## src/verilog/isf_defs.vh

```
`ifndef ISF_DEFS_VH
`define ISF_DEFS_VH

// Register indices as printed; byte address is four times the index
`define ISF_LS_LIMIT_IDX 8'h0a
`define ISF_HS_LIMIT_IDX 8'ha4
`define ISF_CTRL_IDX 8'h00
`define ISF_STATUS_IDX 8'h01
`define ISF_LS_LIMIT_ADDR 12'h028
`define ISF_HS_LIMIT_ADDR 12'h290
`define ISF_CTRL_ADDR 12'h000
`define ISF_STATUS_ADDR 12'h004

// Field positions
`define ISF_LIMIT_MSB 7
`define ISF_CTRL_EN_BIT 0
`define ISF_CTRL_HS_BIT 1

// Reset values and the minimum limit that writes are clamped to
`define ISF_LS_LIMIT_RST 8'h05
`define ISF_HS_LIMIT_RST 8'h01
`define ISF_LIMIT_MIN 8'h01

`endif

```

## src/verilog/isf_line_filter.v

```verilog
`timescale 1ns/1ns
`include "isf_defs.vh"

module isf_line_filter #(
   parameter WIDTH = 8
) (
   input wire sys_clk,
   input wire rst,
   input wire rawLine,
   input wire [WIDTH-1:0] limit,
   output reg filtLine
);

   reg [WIDTH-1:0] runCnt_r;

   // Output flips only once the new level has lasted more than limit cycles
   always @(posedge sys_clk or posedge rst) begin
      if (rst) begin
         runCnt_r <= {WIDTH{1'b0}};
         filtLine <= 1'b1;
      end else if (rawLine == filtLine) begin
         runCnt_r <= {WIDTH{1'b0}};
      end else if (runCnt_r >= limit) begin
         filtLine <= rawLine;
         runCnt_r <= {WIDTH{1'b0}};
      end else begin
         runCnt_r <= runCnt_r + 1'b1;
      end
   end

endmodule

```

## src/verilog/isf_spike_limits.v

```verilog
`timescale 1ns/1ns
`include "isf_defs.vh"

module isf_spike_limits #(
   parameter LIMIT_W = 8
) (
   input wire sys_clk,
   input wire rst,
   input wire psel,
   input wire penable,
   input wire pwrite,
   input wire [11:0] paddr,
   input wire [31:0] pwdata,
   output reg [31:0] prdata,
   output reg pready,
   output reg pslverr,
   input wire sclIn,
   input wire sdaIn,
   output reg sclFilt,
   output reg sdaFilt,
   output reg ctrlEnable
);

   ////////////////////////////////////////////////////////////////////
   reg [LIMIT_W-1:0] lsLimit_r;
   reg [LIMIT_W-1:0] hsLimit_r;
   reg hsMode_r;
   wire [LIMIT_W-1:0] actLimit;
   wire [1:0] rawLines;
   wire [1:0] cleanLines;
   wire setup;
   wire access;
   wire wrLimit;
   wire [LIMIT_W-1:0] wrVal;
   reg mapped;
   reg [31:0] rdVal;

   // Clamp to the minimum so a zero write cannot disable filtering
   function [LIMIT_W-1:0] clampMin;
      input [LIMIT_W-1:0] v;
      begin
         clampMin = (v < `ISF_LIMIT_MIN) ? `ISF_LIMIT_MIN : v;
      end
   endfunction

   assign setup = psel & ~penable;
   // The completing edge of a transfer is the only one at which a write may land
   assign access = psel & penable & pready;
   assign wrVal = clampMin(pwdata[LIMIT_W-1:0]);
   assign wrLimit = access & pwrite & ~ctrlEnable;
   assign rawLines = {sdaIn, sclIn};
   assign actLimit = hsMode_r ? hsLimit_r : lsLimit_r;

   ////////////////////////////////////////////////////////////////////
   always @* begin
      mapped = 1'b1;
      rdVal = 32'h00000000;
      case (paddr)
         `ISF_CTRL_ADDR: begin
            rdVal[`ISF_CTRL_EN_BIT] = ctrlEnable;
            rdVal[`ISF_CTRL_HS_BIT] = hsMode_r;
         end
         `ISF_STATUS_ADDR: begin
            rdVal[1:0] = {sdaFilt, sclFilt};
         end
         `ISF_LS_LIMIT_ADDR: rdVal[LIMIT_W-1:0] = lsLimit_r;
         `ISF_HS_LIMIT_ADDR: rdVal[LIMIT_W-1:0] = hsLimit_r;
         default: mapped = 1'b0;
      endcase
   end

   // Answer in the first access cycle; writes land only at the completing edge
   always @(posedge sys_clk or posedge rst) begin
      if (rst) begin
         lsLimit_r <= `ISF_LS_LIMIT_RST;
         hsLimit_r <= `ISF_HS_LIMIT_RST;
         hsMode_r <= 1'b0;
         ctrlEnable <= 1'b0;
         prdata <= 32'h00000000;
         pready <= 1'b0;
         pslverr <= 1'b0;
      end else begin
         pready <= setup;
         pslverr <= setup & ~mapped;
         prdata <= (setup & ~pwrite) ? rdVal : 32'h00000000;
         if (access & pwrite & (paddr == `ISF_CTRL_ADDR)) begin
            ctrlEnable <= pwdata[`ISF_CTRL_EN_BIT];
            hsMode_r <= pwdata[`ISF_CTRL_HS_BIT];
         end
         if (wrLimit & (paddr == `ISF_LS_LIMIT_ADDR))
            lsLimit_r <= wrVal;
         if (wrLimit & (paddr == `ISF_HS_LIMIT_ADDR))
            hsLimit_r <= wrVal;
      end
   end

   ////////////////////////////////////////////////////////////////////
   // Both lines share the active limit, so a mode switch retunes them together
   genvar gi;
   generate
      for (gi = 0; gi < 2; gi = gi + 1) begin : g_line
         isf_line_filter #(.WIDTH(LIMIT_W)) u_filt (
            .sys_clk(sys_clk),
            .rst(rst),
            .rawLine(rawLines[gi]),
            .limit(actLimit),
            .filtLine(cleanLines[gi])
         );
      end
   endgenerate

   always @(posedge sys_clk or posedge rst) begin
      if (rst) begin
         sclFilt <= 1'b1;
         sdaFilt <= 1'b1;
      end else begin
         sclFilt <= cleanLines[0];
         sdaFilt <= cleanLines[1];
      end
   end

endmodule

```

## config.mk

```make
export PLATFORM = sky130hd
export DESIGN_NAME = isf_spike_limits
export DESIGN_NICKNAME = d
export VERILOG_FILES = /design/src/verilog/isf_line_filter.v /design/src/verilog/isf_spike_limits.v
export VERILOG_INCLUDE_DIRS = /design/src /design/src/verilog
export SDC_FILE = /design/constraint.sdc
export NUM_CORES = 1
export LEC_CHECK = 0
export ABC_AREA = 1
export BUFFER_PORTS_ARGS = -buffer_cell sky130_fd_sc_hd__buf_2
export CORE_ASPECT_RATIO = 1.25
export CORE_MARGIN = 2
export CORE_UTILIZATION = 56
export CTS_CLUSTER_SIZE = 20
export DETAILED_ROUTE_END_ITERATION = 10
export HOLD_SLACK_MARGIN = 0.12
export PLACE_DENSITY = 0.86
export SYNTH_ARGS = -nofsm -noshare
export SYNTH_HDL_FRONTEND = slang
export SYNTH_SLANG_ARGS = --single-unit
```

## constraint.sdc

```tcl
create_clock -name sys_clk -period 6 [get_ports sys_clk]
set_input_delay 0.3 -clock sys_clk [delete_from_list [all_inputs] [get_ports sys_clk]]
set_output_delay 0.3 -clock sys_clk [all_outputs]
set_load 0.05 [all_outputs]
```

==> results of run 1 <==
-- cell families after synthesis --
logic type	share of synthesized area
adders and majority gates	0.0784
muxes	0.0105
and+or+nand+nor	0.246
DFF	0.421
other	0.00131
xor gates and xnor gates	0.0427
buffers and inverters	0.128
AOI/OAI and AO/OA	0.0719
-- metrics by stage --
stage / std cells / hold WS (ns) / setup WS [ns] / power (mW)
after floorplan: 378 / 0.367 / 3.89 / 0.573
after global placement: 452 / 0.371 / 3.63 / 0.605
after detailed placement: 452 / 0.374 / 3.52 / 0.617
after CTS: 460 / 0.165 / 3.51 / 0.856
after global routing: 460 / 0.175 / 3.26 / 0.904
final: 460 / 0.170 / 3.51 / 0.850
-- registers in the layout, summed over array words and instances, names as in the netlist --
name	flops
g_line.u_filt.runCnt_r	16
sdaFilt	1
sclFilt	1
prdata	8
g_line.u_filt.filtLine	2
ctrlEnable	1
hsLimit_r	8
pready	1
hsMode_r	1
pslverr	1
lsLimit_r	8
-- worst max path at each step --
stage / start / endpoint / cells after the start
floorplan: hsMode_r / g_line[0].u_filt.runCnt_r[0] / 9
global placement: hsMode_r / g_line[0].u_filt.runCnt_r[6] / 7
detailed placement: hsMode_r / g_line[0].u_filt.runCnt_r[3] / 7
CTS: hsMode_r / g_line[0].u_filt.runCnt_r[3] / 7
global route: hsMode_r / g_line[0].u_filt.runCnt_r[3] / 7
finish: hsMode_r / g_line[0].u_filt.runCnt_r[3] / 7
-- synthesized netlist by cell type (4+ instances only) --
| master | n | area (µm²) |
|---|---|---|
| inv_1 | 42 | 158 |
| nor2_1 | 49 | 184 |
| nand4_1 | 4 | 25.0 |
| dfrtp_1 | 41 | 1030 |
| nand2_1 | 74 | 278 |
| a21oi_1 | 10 | 50.1 |
| o21ai_2 | 7 | 61.3 |
| o21ai_0 | 17 | 85.1 |
| buf_4 | 24 | 180 |
| xor2_1 | 12 | 105 |
| dfstp_2 | 7 | 184 |
| nand3_1 | 21 | 105 |
| ha_1 | 18 | 225 |
-- power by group through the flow --
stage	clock network, mW	registers [mW]	logic [mW]
6_report	0.240	0.386	0.224
5_1_grt	0.258	0.389	0.257
4_1_cts	0.244	0.385	0.226
3_5_place_dp	0	0.392	0.226
3_3_place_gp	0	0.390	0.214
2_1_floorplan	0	0.411	0.162
-- metal layers --
metal  vias up  wire (µm)
met5         -          0
met4         0        137
met3         8        175
met2        44       2910
met1      1038       2180
li1       1152          -
-- area by class of cell --
| type | count | area [µm²] | share of cell area |
|---|---|---|---|
| Tap cell | 62 | 77.6 | 0.0246 |
| Sequential cell | 48 | 1210 | 0.384 |
| Multi-Input combinational cell | 258 | 1380 | 0.439 |
| Clock inverter | 3 | 46.3 | 0.0147 |
| Inverter | 45 | 169 | 0.0537 |
| Clock buffer | 5 | 68.8 | 0.0219 |
| Timing Repair Buffer | 39 | 195 | 0.0620 |
==> results.ini, run 1 <==
[finish]
num-nets-final = 466
drive_gt1_frac = 0.186
n_antenna_cell = 0
final_util = 0.629
fin_area_um2 = 3150
layout_commonest_cell = nand2_1
syn_to_final_growth_pct = 9.58
layout_common_cells = nand2_1 (74), nor2_1 (49), inv_1 (41), dfrtp_1 (41), buf_2 (39)
fill_cells = 436

[setup_path]
rr_endpoint = g_line[0].u_filt.runCnt_r[3]
timing.rr.start = hsMode_r
reg2reg_depth = 7
end_kind = register
crit_required_ns = 6.22
critPathMaxStageDelay_ns = 0.57
worstPathMaxFanout = 15
slowest_stage = dfrtp_1
startpoint_type = register
crit_top_cell = o21ai_0
reg2reg_slack_ns = 3.51
worstPathCellList = o21ai_0 > ha_1 > a21oi_1 > nand2_1 > o21ai_0 > nand3_1 > nor2_1
worst-path-buf-inv = 0
worstSetupPathType = register to register
worstPathArrival_ns = 2.71
cpLargestDelayFamily = compound AO/OA/AOI/OAI gates

[flow_run]
cap_violations = 0

[timing]
hold_viol = 0
fin_crit_sh = 0.416
final_max_slew_viol_count = 0
rsz0062_at_grt = false
setup_viol = 0
slew_headroom = 0.349
fin_skew_ns = 0.0110
worst_pin_slew_ns = 0.976
timing.setup.tns_ns = 0
period_needed_ns = 2.49
fmax_mhz = 401

[global_routing]
use_met2 = 0.380
grt_usage = 0.210
grt_max_degree = 49
busiest_layer = met2
met1_usage = 0.237
grt_antenna_before_repair = 0
overflow = 0
grt_pass1_vias = 2209
met3_usage = 0.0378
grt_pass1_wl_mm = 9.32

[route]
route.detailed.drc = 0
first_pass_iters = 4
ant_nets = 0
vias = 2242
routed_wl_mm = 5.40
vias_per_cell = 4.87
drtIter0Drc = 132
wl_per_cell_um = 11.7

[power]
intPower_mw = 0.548
comb_power_share = 0.264
p_leak_nw = 1.67
p_sw_mw = 0.302
pwr_density_cell_nw_per_um2 = 270
ir_drop_uv = 133
switching_share = 0.355
clockPowerShare = 0.282
power_frac_seq = 0.454

[clock_network]
cts_made_buffers = 5
root_buffer = clkbuf_8
cts_setup_buffers = 0
clk_latency_ns = 0.30
path_clk_slew_ns = 0.09
ctsResizeCount = 0
clkSinkCount = 48
cts_hold_buf = 0
cts_tree = done
htreeDepth = 2
clock_path_buffers = 2

[synth]
synth_edf_count = 0
synth.cell_area_um2 = 2870
synthFlopType = dfrtp_1
ys_seq_area_frac = 0.421
netlist_instances = 355
ys_ff_latch = 48
avgSynthCellArea_um2 = 8.09
async_flop_share = 1.00
ys_types = 27
yosys_warnings = 0

[floorplan]
die_x_um = 68.1
die-area_um2 = 5720
die_y_um = 84.1
core-area_um2 = 5010
start_util = 0.574
pin_count = 88
row_count = 29

[hold_path]
worstHoldStart = penable
holdPathEnd = pready
holdPathStages = 2
holdCritPathClass = input port to register

[place]
dp_hpwl_mm = 4.24
io_buffer_count = 39
globalplace.congestion = 0.844
place_area_um2 = 3030

[run_status]
outcome = complete, no violations

Power figures use the tool's default switching activity.
==> run 2, diff against run 1 <==
--- a/config.mk
+++ b/config.mk
@@ -6,15 +6,15 @@
 export SDC_FILE = /design/constraint.sdc
 export NUM_CORES = 1
 export LEC_CHECK = 0
-export ABC_AREA = 1
+export ABC_AREA = 0
 export BUFFER_PORTS_ARGS = -buffer_cell sky130_fd_sc_hd__buf_2
 export CORE_ASPECT_RATIO = 1.25
 export CORE_MARGIN = 2
-export CORE_UTILIZATION = 56
+export CORE_UTILIZATION = 51
 export CTS_CLUSTER_SIZE = 20
 export DETAILED_ROUTE_END_ITERATION = 10
 export HOLD_SLACK_MARGIN = 0.12
-export PLACE_DENSITY = 0.86
+export PLACE_DENSITY = 0.8
 export SYNTH_ARGS = -nofsm -noshare
 export SYNTH_HDL_FRONTEND = slang
 export SYNTH_SLANG_ARGS = --single-unit
==> constraint.sdc (replaced) <==
create_clock -name sys_clk -period 2.55 [get_ports sys_clk]
set_input_delay 0.1275 -clock sys_clk [delete_from_list [all_inputs] [get_ports sys_clk]]
set_output_delay 0.1275 -clock sys_clk [all_outputs]
set_load 0.05 [all_outputs]
==> run 2 against run 1 <==
- clock skew is 0.00082 ns lower
- core utilization is 0.97 points lower
- global-route usage is 1.6 points lower
- routed wire length is 1.1% higher
- critical endpoint is now g_line[1].u_filt.runCnt_r[7]
- highest routed layer unchanged
==> results.ini, run 2 <==
[run_status]
outcome = complete, no violations  ; unchanged

[timing]
slew_headroom = 0.605  ; was 0.349
hold_viol = 0  ; unchanged
final_max_slew_viol_count = 0  ; unchanged
setup_viol = 0  ; unchanged
timing.setup.tns_ns = 0  ; unchanged
fin_crit_sh = 0.935  ; was 0.416
rsz0062_at_grt = false  ; unchanged
fmax_mhz = 420  ; was 401 MHz
fin_skew_ns = 0.0102  ; was 0.0110 ns
worst_pin_slew_ns = 0.589  ; was 0.976 ns
period_needed_ns = 2.38  ; was 2.49 ns

[setup_path]
crit_top_cell = buf_4  ; was o21ai_0
timing.rr.start = hsMode_r  ; unchanged
crit_required_ns = 2.77  ; was 6.22 ns
worstPathMaxFanout = 8  ; was 15
reg2reg_slack_ns = 0.17  ; was 3.51 ns
end_kind = register  ; unchanged
worstPathArrival_ns = 2.60  ; was 2.71 ns
critPathCapture = g_line[1].u_filt.runCnt_r[7]  ; was g_line[0].u_filt.runCnt_r[3]
startpoint_type = register  ; unchanged
critPathMaxStageDelay_ns = 0.50  ; was 0.57 ns
slowest_stage = dfrtp_1  ; unchanged
worstPathCellList = buf_4 > mux2i_1 > ha_1 > and3_1 > o21ai_0 > a31oi_1 > buf_4 > nor3_1  ; was o21ai_0 > ha_1 > a21oi_1 > nand2_1 > o21ai_0 > nand3_1 > nor2_1
crit_start = hsMode_r  ; unchanged
worstSetupPathType = register to register  ; unchanged
reg2reg_depth = 8  ; was 7
rr_endpoint = g_line[1].u_filt.runCnt_r[7]  ; was g_line[0].u_filt.runCnt_r[3]

[power]
clockPowerShare = 0.371  ; was 0.282
p_leak_nw = 1.52  ; was 1.67 nW
p_sw_mw = 0.410  ; was 0.302 mW
pwr_density_cell_nw_per_um2 = 475  ; was 270 nW/µm²
comb_power_share = 0.120  ; was 0.264
switching_share = 0.271  ; was 0.355
power_frac_seq = 0.509  ; was 0.454
intPower_mw = 1.10  ; was 0.548 mW
ir_drop_uv = 287  ; was 133 µV

[finish]
drive_gt1_frac = 0.275  ; was 0.186
largest_reg_flops = 16  ; unchanged
instances_no_fill = 375  ; was 460
regMostFlops = g_line.u_filt.runCnt_r  ; unchanged
final_util = 0.619  ; was 0.629
syn_to_final_growth_pct = 15.7  ; was 9.58%
layout_commonest_cell = dfrtp_1  ; was nand2_1
fill_cells = 426  ; was 436
num-nets-final = 381  ; was 466
layout_common_cells = dfrtp_1 (41), buf_2 (39), conb_1 (24)  ; was nand2_1 (74), nor2_1 (49), inv_1 (41), dfrtp_1 (41), buf_2 (39)
n_antenna_cell = 0  ; unchanged

[clock_network]
clk_latency_ns = 0.31  ; was 0.30 ns
cts_setup_buffers = 0  ; unchanged
cts_hold_buf = 12  ; was 0
clock_path_buffers = 2  ; unchanged
ctsResizeCount = 0  ; unchanged
root_buffer = clkbuf_8  ; unchanged
cts_made_buffers = 5  ; unchanged
path_clk_slew_ns = 0.09  ; about the same
clkSinkCount = 48  ; unchanged
cts_tree = done  ; unchanged
htreeDepth = 2  ; unchanged

[route]
wl_per_cell_um = 14.6  ; was 11.7 µm
drtIter0Drc = 133  ; was 132
route.detailed.drc = 0  ; unchanged
vias_per_cell = 5.42  ; was 4.87
vias = 2033  ; was 2242
first_pass_iters = 4  ; unchanged
ant_nets = 0  ; unchanged
routed_wl_mm = 5.46  ; was 5.40 mm

[flow_run]
cap_violations = 0  ; unchanged

[synth]
avgSynthCellArea_um2 = 10.9  ; was 8.09 µm²
ys_seq_area_frac = 0.439  ; was 0.421
async_flop_share = 1.00  ; unchanged
yosysTopAreaCell = dfrtp_1  ; unchanged
ys_types = 44  ; was 27
ys_ff_latch = 48  ; unchanged
synth_edf_count = 0  ; unchanged
synth.cells.most_frequent = dfrtp_1 (41), buf_4 (24), mux2_2 (19)  ; was nand2_1 (74), nor2_1 (49), inv_1 (42)
synth_top_area_frac = 0.372  ; was 0.357
synthFlopType = dfrtp_1  ; unchanged
yosys_warnings = 0  ; unchanged
synth.cell_area_um2 = 2760  ; was 2870 µm²
synth.area.top_cells = dfrtp_1 (37%), ha_1 (8.2%), mux2_2 (7.8%), dfstp_2 (6.7%), buf_4 (6.5%)  ; was dfrtp_1 (36%), nand2_1 (9.7%), ha_1 (7.8%), dfstp_2 (6.4%), nor2_1 (6.4%)
yosys.cell_count.top_type = dfrtp_1  ; was nand2_1
netlist_instances = 253  ; was 355

[place]
dp_hpwl_mm = 4.19  ; was 4.24 mm
globalplace.congestion = 0.809  ; was 0.844
dpl.cell_count = 355  ; was 452
io_buffer_count = 39  ; unchanged

[global_routing]
grt_usage = 0.194  ; was 0.210
grt_max_degree = 32  ; was 49
grt_pass1_wl_mm = 9.24  ; was 9.32 mm
grt_antenna_before_repair = 0  ; unchanged
overflow = 0  ; unchanged
grt_pass1_vias = 2080  ; was 2209

[floorplan]
die_y_um = 86.2  ; was 84.1 µm
die-area_um2 = 6010  ; was 5720 µm²
core-area_um2 = 5150  ; was 5010 µm²
start_util = 0.535  ; was 0.574
row_count = 29  ; unchanged
pin_count = 88  ; unchanged
die_x_um = 69.8  ; was 68.1 µm

[hold_path]
holdCritPathClass = input port to register  ; unchanged

[run 2: cell types whose count changed after synthesis, moves of 12 or more]
cell	change
nand3_1	-12
nand2_1	-67
mux2_2	+19
o21ai_0	-12
inv_1	-33
nor2_1	-32
[run 2: kinds of logic (layout without fill, tap and decap cells)]
kind of cell,after synthesis,in the layout,share of synthesized area
buf+inv,37,74,0.0872
simple gates,77,77,0.163
xor+xnor,14,14,0.0445
compound gates,32,32,0.0808
flops,48,48,0.439
other cells,1,24,0.00136
fa+ha+maj,18,18,0.0817
mux,26,26,0.103
[run 2: layout make-up]
class / count / area, µm² / area share
Tap cell: 62 / 77.6 / 0.0243
Sequential cell: 48 / 1210 / 0.379
Timing Repair Buffer: 57 / 360 / 0.113
Clock inverter: 3 / 46.3 / 0.0145
Clock buffer: 5 / 68.8 / 0.0216
Inverter: 9 / 33.8 / 0.0106
Multi-Input combinational cell: 191 / 1390 / 0.437
[run 2: worst min path at each step]
| stage | depth (start not counted) | slack [ns] | end | from |
|---|---|---|---|---|
| 3_3_place_gp | 2 | 0.14 | prdata[1] | rst |
| 6_report | 2 | 0.13 | lsLimit_r[1] | pwdata[1] |
| 2_1_floorplan | 1 | 0.20 | pready | penable |
| 5_1_grt | 2 | 0.14 | hsMode_r | pwdata[1] |
| 4_1_cts | 2 | 0.12 | lsLimit_r[1] | pwdata[1] |
| 3_5_place_dp | 2 | 0.15 | prdata[1] | rst |
[run 2: stage by stage]
| stage | power [mW] | hold WS, ns | setup slack, ns | instance area, µm² |
|---|---|---|---|---|
| after floorplan | 0.942 | 0.201 | 0.302 | 2840 |
| final | 1.52 | 0.134 | 0.166 | 3190 |
| after global routing | 1.58 | 0.137 | 0.00315 | 3190 |
| after detailed placement | 0.953 | 0.149 | 0.190 | 2950 |
| after global placement | 0.951 | 0.142 | 0.299 | 2950 |
| after CTS | 1.53 | 0.122 | 0.160 | 3190 |
[run 2: routing by layer]
metal	vias up	share of wire	GRT usage
met5	-	0	0
met4	0	0.030	0.0857
met3	15	0.043	0.0407
met2	55	0.52	0.358
met1	981	0.40	0.216
li1	982	-	-
[run 2: power groups by stage]
stage          clock network, mW  registers (mW)  logic (mW)
5_1_grt                    0.608           0.773       0.194
6_report                   0.562           0.772       0.181
2_1_floorplan                  0           0.798       0.145
3_5_place_dp                   0           0.786       0.167
3_3_place_gp                   0           0.786       0.165
4_1_cts                    0.579           0.772       0.181
[run 2: worst max-delay path, delay by kind of cell, from the launching register on]
family	cells	cell delay, ns
AO/OA/AOI/OAI	2	0.39
buffers and inverters	2	0.40
multiplexers	1	0.32
AND/OR/NAND/NOR	2	0.39
flip-flops	1	0.50
adder cells (fa/ha/maj)	1	0.31
